$ cat src/core/lpm_defines.vh
// lpm_defines.vh: constants for the low-power mode controller.
// assumes a 40 MHz system clock; frequencies are given in kHz.
`ifndef LPM_DEFINES_VH
`define LPM_DEFINES_VH

`define LPM_CLK_KHZ 40000
`define LPM_RANGE1_MAX_KHZ 16'h7D00
`define LPM_RANGE2_MAX_KHZ 16'h3E80
`define LPM_RANGE3_MAX_KHZ 16'h0FA0
`define LPM_LP_RUN_KHZ 16'h0041
// wake latencies in ns, cycles derived (longest time, rounded down)
`define LPM_STOP_WAKE_NS 8000
`define LPM_STBY_WAKE_NS 60000
`define LPM_STOP_WAKE_CYC ((`LPM_STOP_WAKE_NS * (`LPM_CLK_KHZ / 1000)) / 1000)
`define LPM_STBY_WAKE_CYC ((`LPM_STBY_WAKE_NS * (`LPM_CLK_KHZ / 1000)) / 1000)
// voltage range codes
`define LPM_RANGE1 2'h1
`define LPM_RANGE2 2'h2
`define LPM_RANGE3 2'h3
// requested low-power mode codes
`define LPM_REQ_SLEEP 2'h0
`define LPM_REQ_STOP 2'h1
`define LPM_REQ_STBY 2'h2
// clock source codes
`define LPM_SRC_MSI_OSC 2'h0
`define LPM_SRC_FAST_RC 2'h1
`define LPM_SRC_FAST_XTAL 2'h2
`define LPM_SRC_PLL 2'h3
// external event line count
`define LPM_EVT_LINES 16

`endif

$ cat src/core/lpm_wake_timer.v
// lpm_wake_timer.v: counts down a wake latency and pulses when done.
// assumes start is a one-cycle pulse; a new start restarts the count.
`timescale 1ns/1ps
`include "lpm_defines.vh"

module lpm_wake_timer #(
    parameter CYCLES = 320,
    parameter W = 12
) (
    input wire i_clk_sys,
    input wire i_rst,
    input wire i_start,
    output reg o_done
);
    reg [W-1:0] count;
    reg busy;

    always @(posedge i_clk_sys) begin
        if (i_rst) begin
            count <= {W{1'b0}};
            busy <= 1'b0;
            o_done <= 1'b0;
        end else begin
            o_done <= 1'b0;
            if (i_start) begin
                count <= CYCLES[W-1:0] - {{(W-1){1'b0}}, 1'b1};
                busy <= 1'b1;
            end else if (busy) begin
                if (count == {W{1'b0}}) begin
                    busy <= 1'b0;
                    o_done <= 1'b1;
                end else begin
                    count <= count - {{(W-1){1'b0}}, 1'b1};
                end
            end
        end
    end
endmodule

$ cat src/core/lpm_ctrl.v
// lpm_ctrl.v: power-mode sequencer, clock-range limiter, wake qualifier.
// assumes all inputs synchronous to i_clk_sys; cpu holds wfi until woken.
`timescale 1ns/1ps
`include "lpm_defines.vh"

module lpm_ctrl #(
    parameter STBY_WAKE_CYC = `LPM_STBY_WAKE_CYC,
    parameter STOP_WAKE_CYC = `LPM_STOP_WAKE_CYC
) (
    input wire i_clk_sys,
    input wire i_rst,
    input wire [1:0] i_range,
    input wire [15:0] i_req_cpu_khz,
    input wire [1:0] i_req_clk_src,
    input wire i_lp_run_req,
    input wire i_lp_sleep_sel,
    input wire [1:0] i_mode_sel,
    input wire i_rtc_keep,
    input wire i_wfi,
    input wire i_cpu_halted,
    input wire i_periph_event,
    input wire [15:0] i_external_event_lines,
    input wire i_programmable_voltage_detector,
    input wire i_comp_event,
    input wire i_int_ref_on,
    input wire i_rtc_event,
    input wire i_usb_wakeup,
    input wire i_external_reset_pin_n,
    input wire i_independent_watchdog_rst,
    input wire [2:0] i_wakeup_pin,
    output reg [15:0] o_cpu_khz,
    output reg [1:0] o_clk_src,
    output reg o_clk_err,
    output reg o_cpu_clk_en,
    output reg o_regulator_lp,
    output reg o_core_pwr_on,
    output reg o_core_clk_en,
    output reg o_multispeed_internal_osc_en,
    output reg o_fast_internal_rc_osc_en,
    output reg o_fast_external_crystal_osc_en,
    output reg o_pll_en,
    output reg o_slow_osc_en,
    output reg o_ram_retain,
    output reg o_core_rst,
    output reg o_wake
);
    localparam S_RUN = 7'h01;
    localparam S_WAIT = 7'h02;
    localparam S_SLEEP = 7'h04;
    localparam S_STOP = 7'h08;
    localparam S_STBY = 7'h10;
    localparam S_WSTOP = 7'h20;
    localparam S_WSTBY = 7'h40;

    reg [6:0] state;
    reg [6:0] next_state;
    wire awake;
    reg [1:0] mode;
    reg rtc_kept;
    reg lp_reg_sleep;
    reg [2:0] pin_prev;
    wire [2:0] pin_rise;
    wire stop_wake;
    wire stby_wake;
    wire stop_done;
    wire stby_done;
    reg [15:0] lim;
    reg src_ok;

    assign pin_rise = i_wakeup_pin & ~pin_prev;
    // cpu or peripherals still clocked, fast oscillators may run
    assign awake = next_state == S_RUN || next_state == S_WAIT ||
        next_state == S_SLEEP;
    // comparators only count with the internal reference on
    assign stop_wake = (|i_external_event_lines) | i_usb_wakeup
        | i_programmable_voltage_detector | (i_comp_event & i_int_ref_on)
        | (rtc_kept & i_rtc_event);
    assign stby_wake = ~i_external_reset_pin_n | (|pin_rise)
        | (rtc_kept & (i_independent_watchdog_rst | i_rtc_event));

    // one cycle of the latency goes to the return edge into run
    lpm_wake_timer #(.CYCLES(STOP_WAKE_CYC - 1), .W(12)) u_stop_tmr (
        .i_clk_sys(i_clk_sys),
        .i_rst(i_rst),
        .i_start(state == S_STOP && stop_wake),
        .o_done(stop_done)
    );

    lpm_wake_timer #(.CYCLES(STBY_WAKE_CYC - 1), .W(12)) u_stby_tmr (
        .i_clk_sys(i_clk_sys),
        .i_rst(i_rst),
        .i_start(state == S_STBY && stby_wake),
        .o_done(stby_done)
    );

    ////////////////////////////////////////////////////////////////////
    // clock range limiting
    always @* begin
        case (i_range)
            `LPM_RANGE1: lim = `LPM_RANGE1_MAX_KHZ;
            `LPM_RANGE2: lim = `LPM_RANGE2_MAX_KHZ;
            default: lim = `LPM_RANGE3_MAX_KHZ;
        endcase
        src_ok = (i_range == `LPM_RANGE1) || (i_range == `LPM_RANGE2) ||
            (i_req_clk_src == `LPM_SRC_MSI_OSC);
    end

    ////////////////////////////////////////////////////////////////////
    // mode sequencing
    always @* begin
        next_state = state;
        case (state)
            S_RUN: begin
                if (i_wfi)
                    next_state = S_WAIT;
            end
            S_WAIT: begin
                if (!i_wfi)
                    next_state = S_RUN;
                else if (i_cpu_halted) begin
                    case (mode)
                        `LPM_REQ_STOP: next_state = S_STOP;
                        `LPM_REQ_STBY: next_state = S_STBY;
                        default: next_state = S_SLEEP;
                    endcase
                end
            end
            S_SLEEP: begin
                if (i_periph_event | stop_wake)
                    next_state = S_RUN;
            end
            S_STOP: begin
                if (stop_wake)
                    next_state = S_WSTOP;
            end
            S_WSTOP: begin
                if (stop_done)
                    next_state = S_RUN;
            end
            S_STBY: begin
                if (stby_wake)
                    next_state = S_WSTBY;
            end
            S_WSTBY: begin
                if (stby_done)
                    next_state = S_RUN;
            end
            default: next_state = S_RUN;
        endcase
    end

    always @(posedge i_clk_sys) begin
        if (i_rst) begin
            state <= S_RUN;
            mode <= `LPM_REQ_SLEEP;
            rtc_kept <= 1'b0;
            lp_reg_sleep <= 1'b0;
            pin_prev <= 3'h0;
            o_wake <= 1'b0;
            o_cpu_khz <= 16'h0000;
            o_clk_src <= `LPM_SRC_MSI_OSC;
            o_clk_err <= 1'b0;
        end else begin
            state <= next_state;
            pin_prev <= i_wakeup_pin;
            o_wake <= (state != S_RUN && state != S_WAIT) &&
                next_state == S_RUN;
            if (state == S_RUN && i_wfi) begin
                mode <= i_mode_sel;
                rtc_kept <= i_rtc_keep;
                lp_reg_sleep <= i_lp_sleep_sel;
            end
            if (i_lp_run_req) begin
                o_cpu_khz <= `LPM_LP_RUN_KHZ;
                o_clk_src <= `LPM_SRC_MSI_OSC;
                o_clk_err <= 1'b0;
            end else if (!src_ok) begin
                o_cpu_khz <= (o_cpu_khz > lim) ? lim : o_cpu_khz;
                o_clk_src <= `LPM_SRC_MSI_OSC;
                o_clk_err <= 1'b1;
            end else begin
                o_cpu_khz <= (i_req_cpu_khz > lim) ? lim : i_req_cpu_khz;
                o_clk_src <= i_req_clk_src;
                o_clk_err <= i_req_cpu_khz > lim;
            end
        end
    end

    ////////////////////////////////////////////////////////////////////
    // power, clock and retention outputs per state
    always @(posedge i_clk_sys) begin
        if (i_rst) begin
            o_cpu_clk_en <= 1'b1;
            o_regulator_lp <= 1'b0;
            o_core_pwr_on <= 1'b1;
            o_core_clk_en <= 1'b1;
            o_multispeed_internal_osc_en <= 1'b1;
            o_fast_internal_rc_osc_en <= 1'b0;
            o_fast_external_crystal_osc_en <= 1'b0;
            o_pll_en <= 1'b0;
            o_slow_osc_en <= 1'b1;
            o_ram_retain <= 1'b1;
            o_core_rst <= 1'b0;
        end else begin
            o_cpu_clk_en <= next_state == S_RUN || next_state == S_WAIT;
            o_core_clk_en <= !(next_state == S_STOP ||
                next_state == S_STBY || next_state == S_WSTOP ||
                next_state == S_WSTBY);
            o_regulator_lp <= (next_state == S_SLEEP && lp_reg_sleep) ||
                next_state == S_STOP || next_state == S_WSTOP ||
                ((next_state == S_RUN || next_state == S_WAIT) &&
                i_lp_run_req);
            o_multispeed_internal_osc_en <= awake && (i_lp_run_req ||
                o_clk_src == `LPM_SRC_MSI_OSC);
            o_fast_internal_rc_osc_en <= awake && !i_lp_run_req &&
                o_clk_src == `LPM_SRC_FAST_RC;
            o_fast_external_crystal_osc_en <= awake && !i_lp_run_req &&
                o_clk_src == `LPM_SRC_FAST_XTAL;
            o_pll_en <= awake && !i_lp_run_req &&
                o_clk_src == `LPM_SRC_PLL;
            // slow osc kept unless deep mode without rtc
            o_slow_osc_en <= awake || rtc_kept;
            o_core_pwr_on <= !(next_state == S_STBY ||
                next_state == S_WSTBY);
            o_ram_retain <= !(next_state == S_STBY ||
                next_state == S_WSTBY);
            o_core_rst <= state == S_WSTBY;
        end
    end

endmodule

$ cat config.mk
export PLATFORM = sky130hd
export DESIGN_NAME = lpm_ctrl
export DESIGN_NICKNAME = d
export VERILOG_FILES = /design/src/core/lpm_wake_timer.v /design/src/core/lpm_ctrl.v
export VERILOG_INCLUDE_DIRS = /design/src /design/src/core
export SDC_FILE = /design/constraint.sdc
export NUM_CORES = 1
export LEC_CHECK = 0
export ABC_AREA = 1
export CORE_MARGIN = 3
export CORE_UTILIZATION = 35
export CTS_BUF_LIST = sky130_fd_sc_hd__clkbuf_8
export DETAILED_ROUTE_END_ITERATION = 6
export DONT_BUFFER_PORTS = 1
export HOLD_SLACK_MARGIN = 0.05
export RECOVER_POWER = 100
export SLEW_MARGIN = 25
export SYNTH_ARGS = -nofsm -noshare
export SYNTH_HDL_FRONTEND = slang
export SYNTH_SLANG_ARGS = --single-unit
$ cat constraint.sdc
create_clock -name i_clk_sys -period 2.35 [get_ports i_clk_sys]
set_input_delay 0.3525 -clock i_clk_sys [delete_from_list [all_inputs] [get_ports i_clk_sys]]
set_output_delay 0.3525 -clock i_clk_sys [all_outputs]
set_load 0.01 [all_outputs]
==> flow_summary_export.csv, run 1 <==
group,metric,value,unit
drt,via_per_inst,4.92,
setup_path,cp_max_fo,10,
synth,ys_seq_area_frac,0.360,
drt,wl_per_cell,13.5,µm
clocking,cts_made_buffers,9,
drt,wl_met3,728,µm
final_layout,fin_nets,683,
synth,synthFlopType,"dfxtp_1",
synth,synth_area_leaders,"dfxtp_1 (36%), nand2_1 (11%), nor2_1 (9.9%)",
drt,ant_nets,0,
die,die_w,113,µm
sta,hold_viol,0,
die,io_pins,87,
clocking,cts_resized,0,
setup_path,r2r-end,"o_cpu_khz[7]$_SDFFE_PP0P_",
die,dieArea,12800,µm²
setup_path,timing.rr.start,"o_cpu_khz[13]$_SDFFE_PP0P_",
placement,gp_congestion,0.843,
worst_hold_path,hold_end,"state[6]$_SDFF_PP0_",
clocking,cts_tree,"built",
worst_hold_path,hp-class,"in -> reg",
setup_path,critPathKind,"in -> reg",
drt,route.met2.wl,4890,µm
setup_path,arrival,2.30,ns
setup_path,worstPathRequired,2.56,ns
worst_hold_path,worstHoldPathCells,1,
setup_path,end_kind,"flop",
synth,yosysUniqueCellTypes,42,
global_route,grt_first_pass_wirelength,17000,µm
setup_path,critPathLaunchType,"input port",
sta,timing.final.ws_setup,0.268,ns
clocking,cts_setup_buffers,0,
synth,ys_warn_count,0,
pwr,powerDensity,582,nW/µm²
pwr,finalPower,2.54,mW
sta,rsz0062_at_grt,"false",
drt,wl_met1,4340,µm
die,coreArea,11000,µm²
sta,finalClockSkew,0.0154,ns
placement,dp_slack,0.0191,ns
sta,min_period_over_period,0.886,
drt,drt_first_pass_iters,4,
setup_path,reg2reg_slack,0.29,ns
drt,top_layer,"met4",
drt,finalWirelength,10200,µm
global_route,grt_start_max_net_pins,24,
clocking,cts.clk_slew.worst_paths,0.08,ns
global_route,antenna_found_initial,0,
pwr,max-vdd-ir-drop,0.312,mV
pwr,p_leak,2.01,nW
sta,setup_viol,0,
clocking,insertion_delay,0.34,ns
final_layout,drive_gt1_frac,0.0606,
clocking,root_buffer,"clkbuf_8",
synth,syn_area,4010,µm²
global_route,track_usage,0.163,
job,drv_cap,0,
final_layout,insertedDiodeCount,0,
clocking,clkSinkCount,72,
setup_path,r2r_cells,11,
synth,post_synth.cell_area_avg,6.77,µm²
die,die_h,113,µm
sta,finalCriticalPeriod,2.08,ns
drt,vias,3697,
sta,totalNegativeSetupSlack,0,ns
sta,max_freq,480,MHz
drt,first_iter_violations,227,
die,start_util,0.363,
run_status,outcome,"finished, final reports clean",
worst_hold_path,hold_start,"i_rst",
final_layout,area_delta_synth_final,8.74,%
global_route,grt_pass1_vias,3688,
placement,dpl.hpwl,8040,µm
placement,io_buffers,0,
die,placementRows,38,
global_route,overflow,0,
synth,syn_nets,668,
drt,drc,0,
clocking,clk_path_buf_depth,2,
synth,synth_edf_count,0,
synth,synth_top_area_frac,0.360,
synth,yosys.area.top_type,"dfxtp_1",
synth,async_flop_share,0,
clocking,h-tree-depth,3,
sta,drv_slew,0,
synth,synth-seq-cells,72,
synth,syn_inst,592,
-- synthesized netlist by cell type, drive strengths merged, types with 2 or more instances --
cell,number
nand2,130
nor2,119
inv,88
dfxtp,72
a21oi,38
o21ai,31
nand3,28
ha,20
nand4,18
nor3,9
clkbuf,5
or2,5
xor2,5
nand3b,4
nor3b,3
a21boi,2
a31oi,2
mux2i,2
nor4,2
-- cells in the final DEF, fill, tap and decap left out, types with 2 or more instances in the layout --
cell type | Yosys | final
nor3_1 | 8 | 8
inv_1 | 75 | 83
mux2i_1 | 2 | 2
dfxtp_1 | 72 | 72
nand3_1 | 27 | 28
o21ai_0 | 25 | 28
nand4_1 | 17 | 17
clkbuf_8 | 0 | 10
nor2_2 | 11 | 3
nand2_1 | 121 | 127
nand3b_1 | 3 | 4
o21ai_1 | 6 | 3
dlygate4sd3_1 | 0 | 6
a21oi_1 | 36 | 37
a21boi_0 | 2 | 2
nor2_4 | 2 | 2
buf_4 | 1 | 4
or2_1 | 2 | 2
xor2_1 | 5 | 5
nand2_2 | 4 | 2
nor4_1 | 2 | 2
inv_2 | 12 | 6
ha_1 | 20 | 20
or2_2 | 2 | 2
nor3b_1 | 3 | 3
a31oi_1 | 2 | 2
nor2_1 | 106 | 114
-- power by group --
group	internal, mW	switching (mW)
sequential	1.27	0.0503
clock	0.504	0.431
combinational	0.104	0.184
total	1.87	0.665
-- flip-flops by register name, indices dropped and copies added, names as in the netlist, 2 cells and up --
signal	flops
o_clk_src	2
u_stby_tmr.count	12
mode	2
pin_prev	3
u_stop_tmr.count	12
o_cpu_khz	16
state	7
-- area by class of cell --
class,instances,area (µm²)
clock buffer,10,138
fill,1195,6670
multi-input combinational,426,2130
clock inverter,5,50.0
timing repair buffer,10,90.1
tap,140,175
sequential,72,1440
inverter,88,335
-- worst max-delay path, stage by stage --
cell and delay [ns]:
inv_1 0.02, ha_1 0.38, ha_1 0.34, nand3_1 0.07, nand3b_1 0.18, nor2_1 0.14, o21ai_0 0.11, nand2_1 0.07
nand2_1 0.04, nand2_1 0.22, inv_1 0.21, nand2_1 0.09, a21oi_1 0.07
-- cells by family after synthesis --
logic type	Yosys count	synth area share
other cells	1	0.000936
compound gates	79	0.106
buf+inv	94	0.0902
mux	2	0.00500
simple gates	319	0.364
xor+xnor	5	0.0109
flops	72	0.360
fa+ha+maj	20	0.0624
-- metrics by stage --
step                area (µm²)  utilization  std cells  hold slack [ns]
global placement          4190        0.380        730            0.418
finish                    4360        0.395        751           0.0743
floorplan                 4010            -        592            0.423
CTS                       4400        0.399        748           0.0510
global route              4360        0.395        751           0.0502
detailed placement        4190        0.380        730            0.420
-- layer usage --
metal,vias up,GRT usage
met1,1666,0.192
met4,0,0.0545
met2,94,0.282
met3,14,0.0503
li1,1923,-
met5,-,0
-- worst max path at each step --
stage          startpoint                         end  cells past startpoint
2_1_floorplan  i_range[1]   o_cpu_khz[0]$_SDFFE_PP0P_                     17
3_3_place_gp   i_range[0]  o_cpu_khz[12]$_SDFFE_PP0P_                     12
3_5_place_dp   i_range[0]   o_cpu_khz[7]$_SDFFE_PP0P_                     12
4_1_cts        i_range[0]   o_cpu_khz[7]$_SDFFE_PP0P_                     12
5_1_grt        i_range[0]  o_cpu_khz[13]$_SDFFE_PP0P_                     12
6_report       i_range[0]   o_cpu_khz[7]$_SDFFE_PP0P_                     13
-- repair_timing --
item / CTS / global route
hold buffers: 3 / 3
endpoints found under the setup margin: 0 / 0
endpoints found under the hold margin: 1 / 3
(Power assumes the default switching activity.)
==> run 2, diff against run 1 <==
==> constraint.sdc (replaced) <==
create_clock -name i_clk_sys -period 2.35 [get_ports i_clk_sys]
set_input_delay 0.47 -clock i_clk_sys [delete_from_list [all_inputs] [get_ports i_clk_sys]]
set_output_delay 0.47 -clock i_clk_sys [all_outputs]
set_load 0.01 [all_outputs]
==> run 2 against run 1 <==
  * Total power hardly changed
  * Clock power increased by 0.5%
  * Die area unchanged
  * Critical path depth is 1 lower
  * Sequential share of layout area increased by 0.22 points
  * Combinational power down 3%
  * Clock skew is 0.0077 ns lower
  * First-iteration DRC count is 24% lower
  * Final cell count down 0.27%
==> flow_summary_export.csv, run 2 (synthesis results as in run 1) <==
group,metric,value,unit
final_layout,seq_area,1440,µm²
job,drv_cap,0,
setup_path,crit_path_max_incr_delay,0.36,ns
setup_path,end_kind,"flop",
clocking,cts_tree,"built",
setup_path,critPathKind,"in -> reg",
final_layout,largest_reg_flops,16,
final_layout,utilization,0.392,
sta,setup_viol,0,
clocking,cts_hold_buf,0,
die,io_pins,87,
sta,finalCriticalPeriod,2.09,ns
setup_path,reg2reg_slack,0.26,ns
setup_path,r2r_cells,12,
final_layout,area_delta_synth_final,8.02,%
global_route,overflow,0,
final_layout,multiInputGateArea,2150,µm²
pwr,p_leak,2.00,nW
die,dieArea,12800,µm²
final_layout,fillers,1197,
setup_path,critPathLaunchType,"input port",
final_layout,top_register,"o_cpu_khz",
clocking,root_buffer,"clkbuf_8",
global_route,antenna_found_initial,0,
global_route,grt_start_max_net_pins,24,
drt,vias,3675,
pwr,max-vdd-ir-drop,0.370,mV
worst_hold_path,hold_end,"u_stby_tmr.count[4]$_SDFFE_PP0P_",
global_route,grt_pass1_vias,3636,
clocking,cts_setup_buffers,0,
drt,first_iter_violations,173,
die,start_util,0.363,
sta,totalNegativeSetupSlack,0,ns
drt,drc,0,
sta,min_period_over_period,0.890,
drt,wl_per_cell,13.2,µm
final_layout,layout_common_cells,"nand2_1 (125), nor2_1 (113), inv_1 (82)",
pwr,powerDensity,586,nW/µm²
sta,drv_slew,0,
sta,hold_ws,0.186,ns
clocking,cts_made_buffers,9,
clocking,cts.clk_slew.worst_paths,0.07,ns
setup_path,timing.rr.start,"u_stby_tmr.count[0]$_SDFFE_PP0P_",
sta,timing.final.ws_setup,0.259,ns
drt,ant_nets,0,
die,die_h,113,µm
die,die_w,113,µm
drt,drt_first_pass_iters,4,
worst_hold_path,worstHoldPathCells,1,
run_status,outcome,"finished, final reports clean",
clocking,h-tree-depth,3,
sta,finalClockSkew,0.00764,ns
placement,dp_slack,-0.0495,ns
placement,place_inst,733,
setup_path,worstPathRequired,2.62,ns
setup_path,startpoint,"i_range[0]",
setup_path,r2r-end,"u_stby_tmr.count[9]$_SDFFE_PP0P_",
setup_path,cp_max_fo,8,
clocking,clk_path_buf_depth,2,
worst_hold_path,hold_start,"i_rst",
placement,io_buffers,0,
setup_path,arrival,2.36,ns
clocking,cts_resized,0,
final_layout,final_cells,749,
placement,dpl.hpwl,7900,µm
sta,hold_viol,0,
sta,rsz0062_at_grt,"false",
setup_path,slowest_stage,"ha_1",
final_layout,fin_nets,680,
drt,finalWirelength,9890,µm
die,placementRows,38,
clocking,insertion_delay,0.34,ns
final_layout,drive_gt1_frac,0.0690,
placement,gp_congestion,0.847,
setup_path,path_cells,"inv_1, ha_1, ha_1, nand3_1, nand3b_1, nor2_1, nand3b_1, nand2_1, nand2_2, inv_1, nand2_1, a21oi_1",
die,coreArea,11000,µm²
clocking,clkSinkCount,72,
global_route,track_usage,0.163,
final_layout,top_regs,"o_cpu_khz: 16 flops, u_stby_tmr.count: 12 flops, u_stop_tmr.count: 12 flops",
global_route,grt_first_pass_wirelength,17100,µm
worst_hold_path,hp-class,"in -> reg",
drt,via_per_inst,4.91,
sta,max_freq,478,MHz
final_layout,insertedDiodeCount,0,
final_layout,mostFrequentLayoutCell,"nand2_1",
==> run 2: per-stage QoR <==
stage / power [mW] / cell area (µm²)
global placement: 1.63 / 4210
finish: 2.54 / 4330
CTS: 2.58 / 4400
global route: 2.67 / 4330
floorplan: 1.55 / 4010
detailed placement: 1.64 / 4210
==> run 2: power breakdown <==
group | internal [mW] | leakage [nW] | switching, mW
combinational | 0.100 | 1.30 | 0.180
clock | 0.483 | 0.106 | 0.458
sequential | 1.26 | 0.586 | 0.0505
total | 1.85 | 2.00 | 0.688
==> run 2: layer usage <==
metal / share of wire / vias up / GRT usage / routed length [µm]
li1: - / 1916 / - / -
met1: 0.44 / 1653 / 0.194 / 4340
met2: 0.48 / 98 / 0.278 / 4760
met3: 0.070 / 8 / 0.0604 / 695
met4: 0.0092 / 0 / 0.0425 / 91
met5: 0 / - / 0 / 0
==> run 2: worst max path at each step <==
stage | endpoint | slack (ns) | depth (start not counted)
2_1_floorplan | o_cpu_khz[0]$_SDFFE_PP0P_ | 0.15 | 17
3_3_place_gp | o_cpu_khz[9]$_SDFFE_PP0P_ | 0.04 | 12
3_5_place_dp | o_cpu_khz[1]$_SDFFE_PP0P_ | -0.05 | 12
4_1_cts | o_cpu_khz[1]$_SDFFE_PP0P_ | 0.32 | 12
5_1_grt | u_stby_tmr.count[9]$_SDFFE_PP0P_ | 0.03 | 12
6_report | o_cpu_khz[1]$_SDFFE_PP0P_ | 0.26 | 12
==> run 2: area by class of cell <==
type / count / share of cell area
Multi-Input combinational cell: 426 / 0.496
Clock buffer: 9 / 0.0286
Inverter: 88 / 0.0775
Clock inverter: 7 / 0.0150
Sequential cell: 72 / 0.333
Tap cell: 140 / 0.0405
Timing Repair Buffer: 7 / 0.00954
==> run 2: critical path, delay by kind of cell <==
kind | cells | cell delay [ns]
compound gates | 1 | 0.14
simple gates | 7 | 0.80
buf+inv | 2 | 0.27
fa+ha+maj | 2 | 0.69
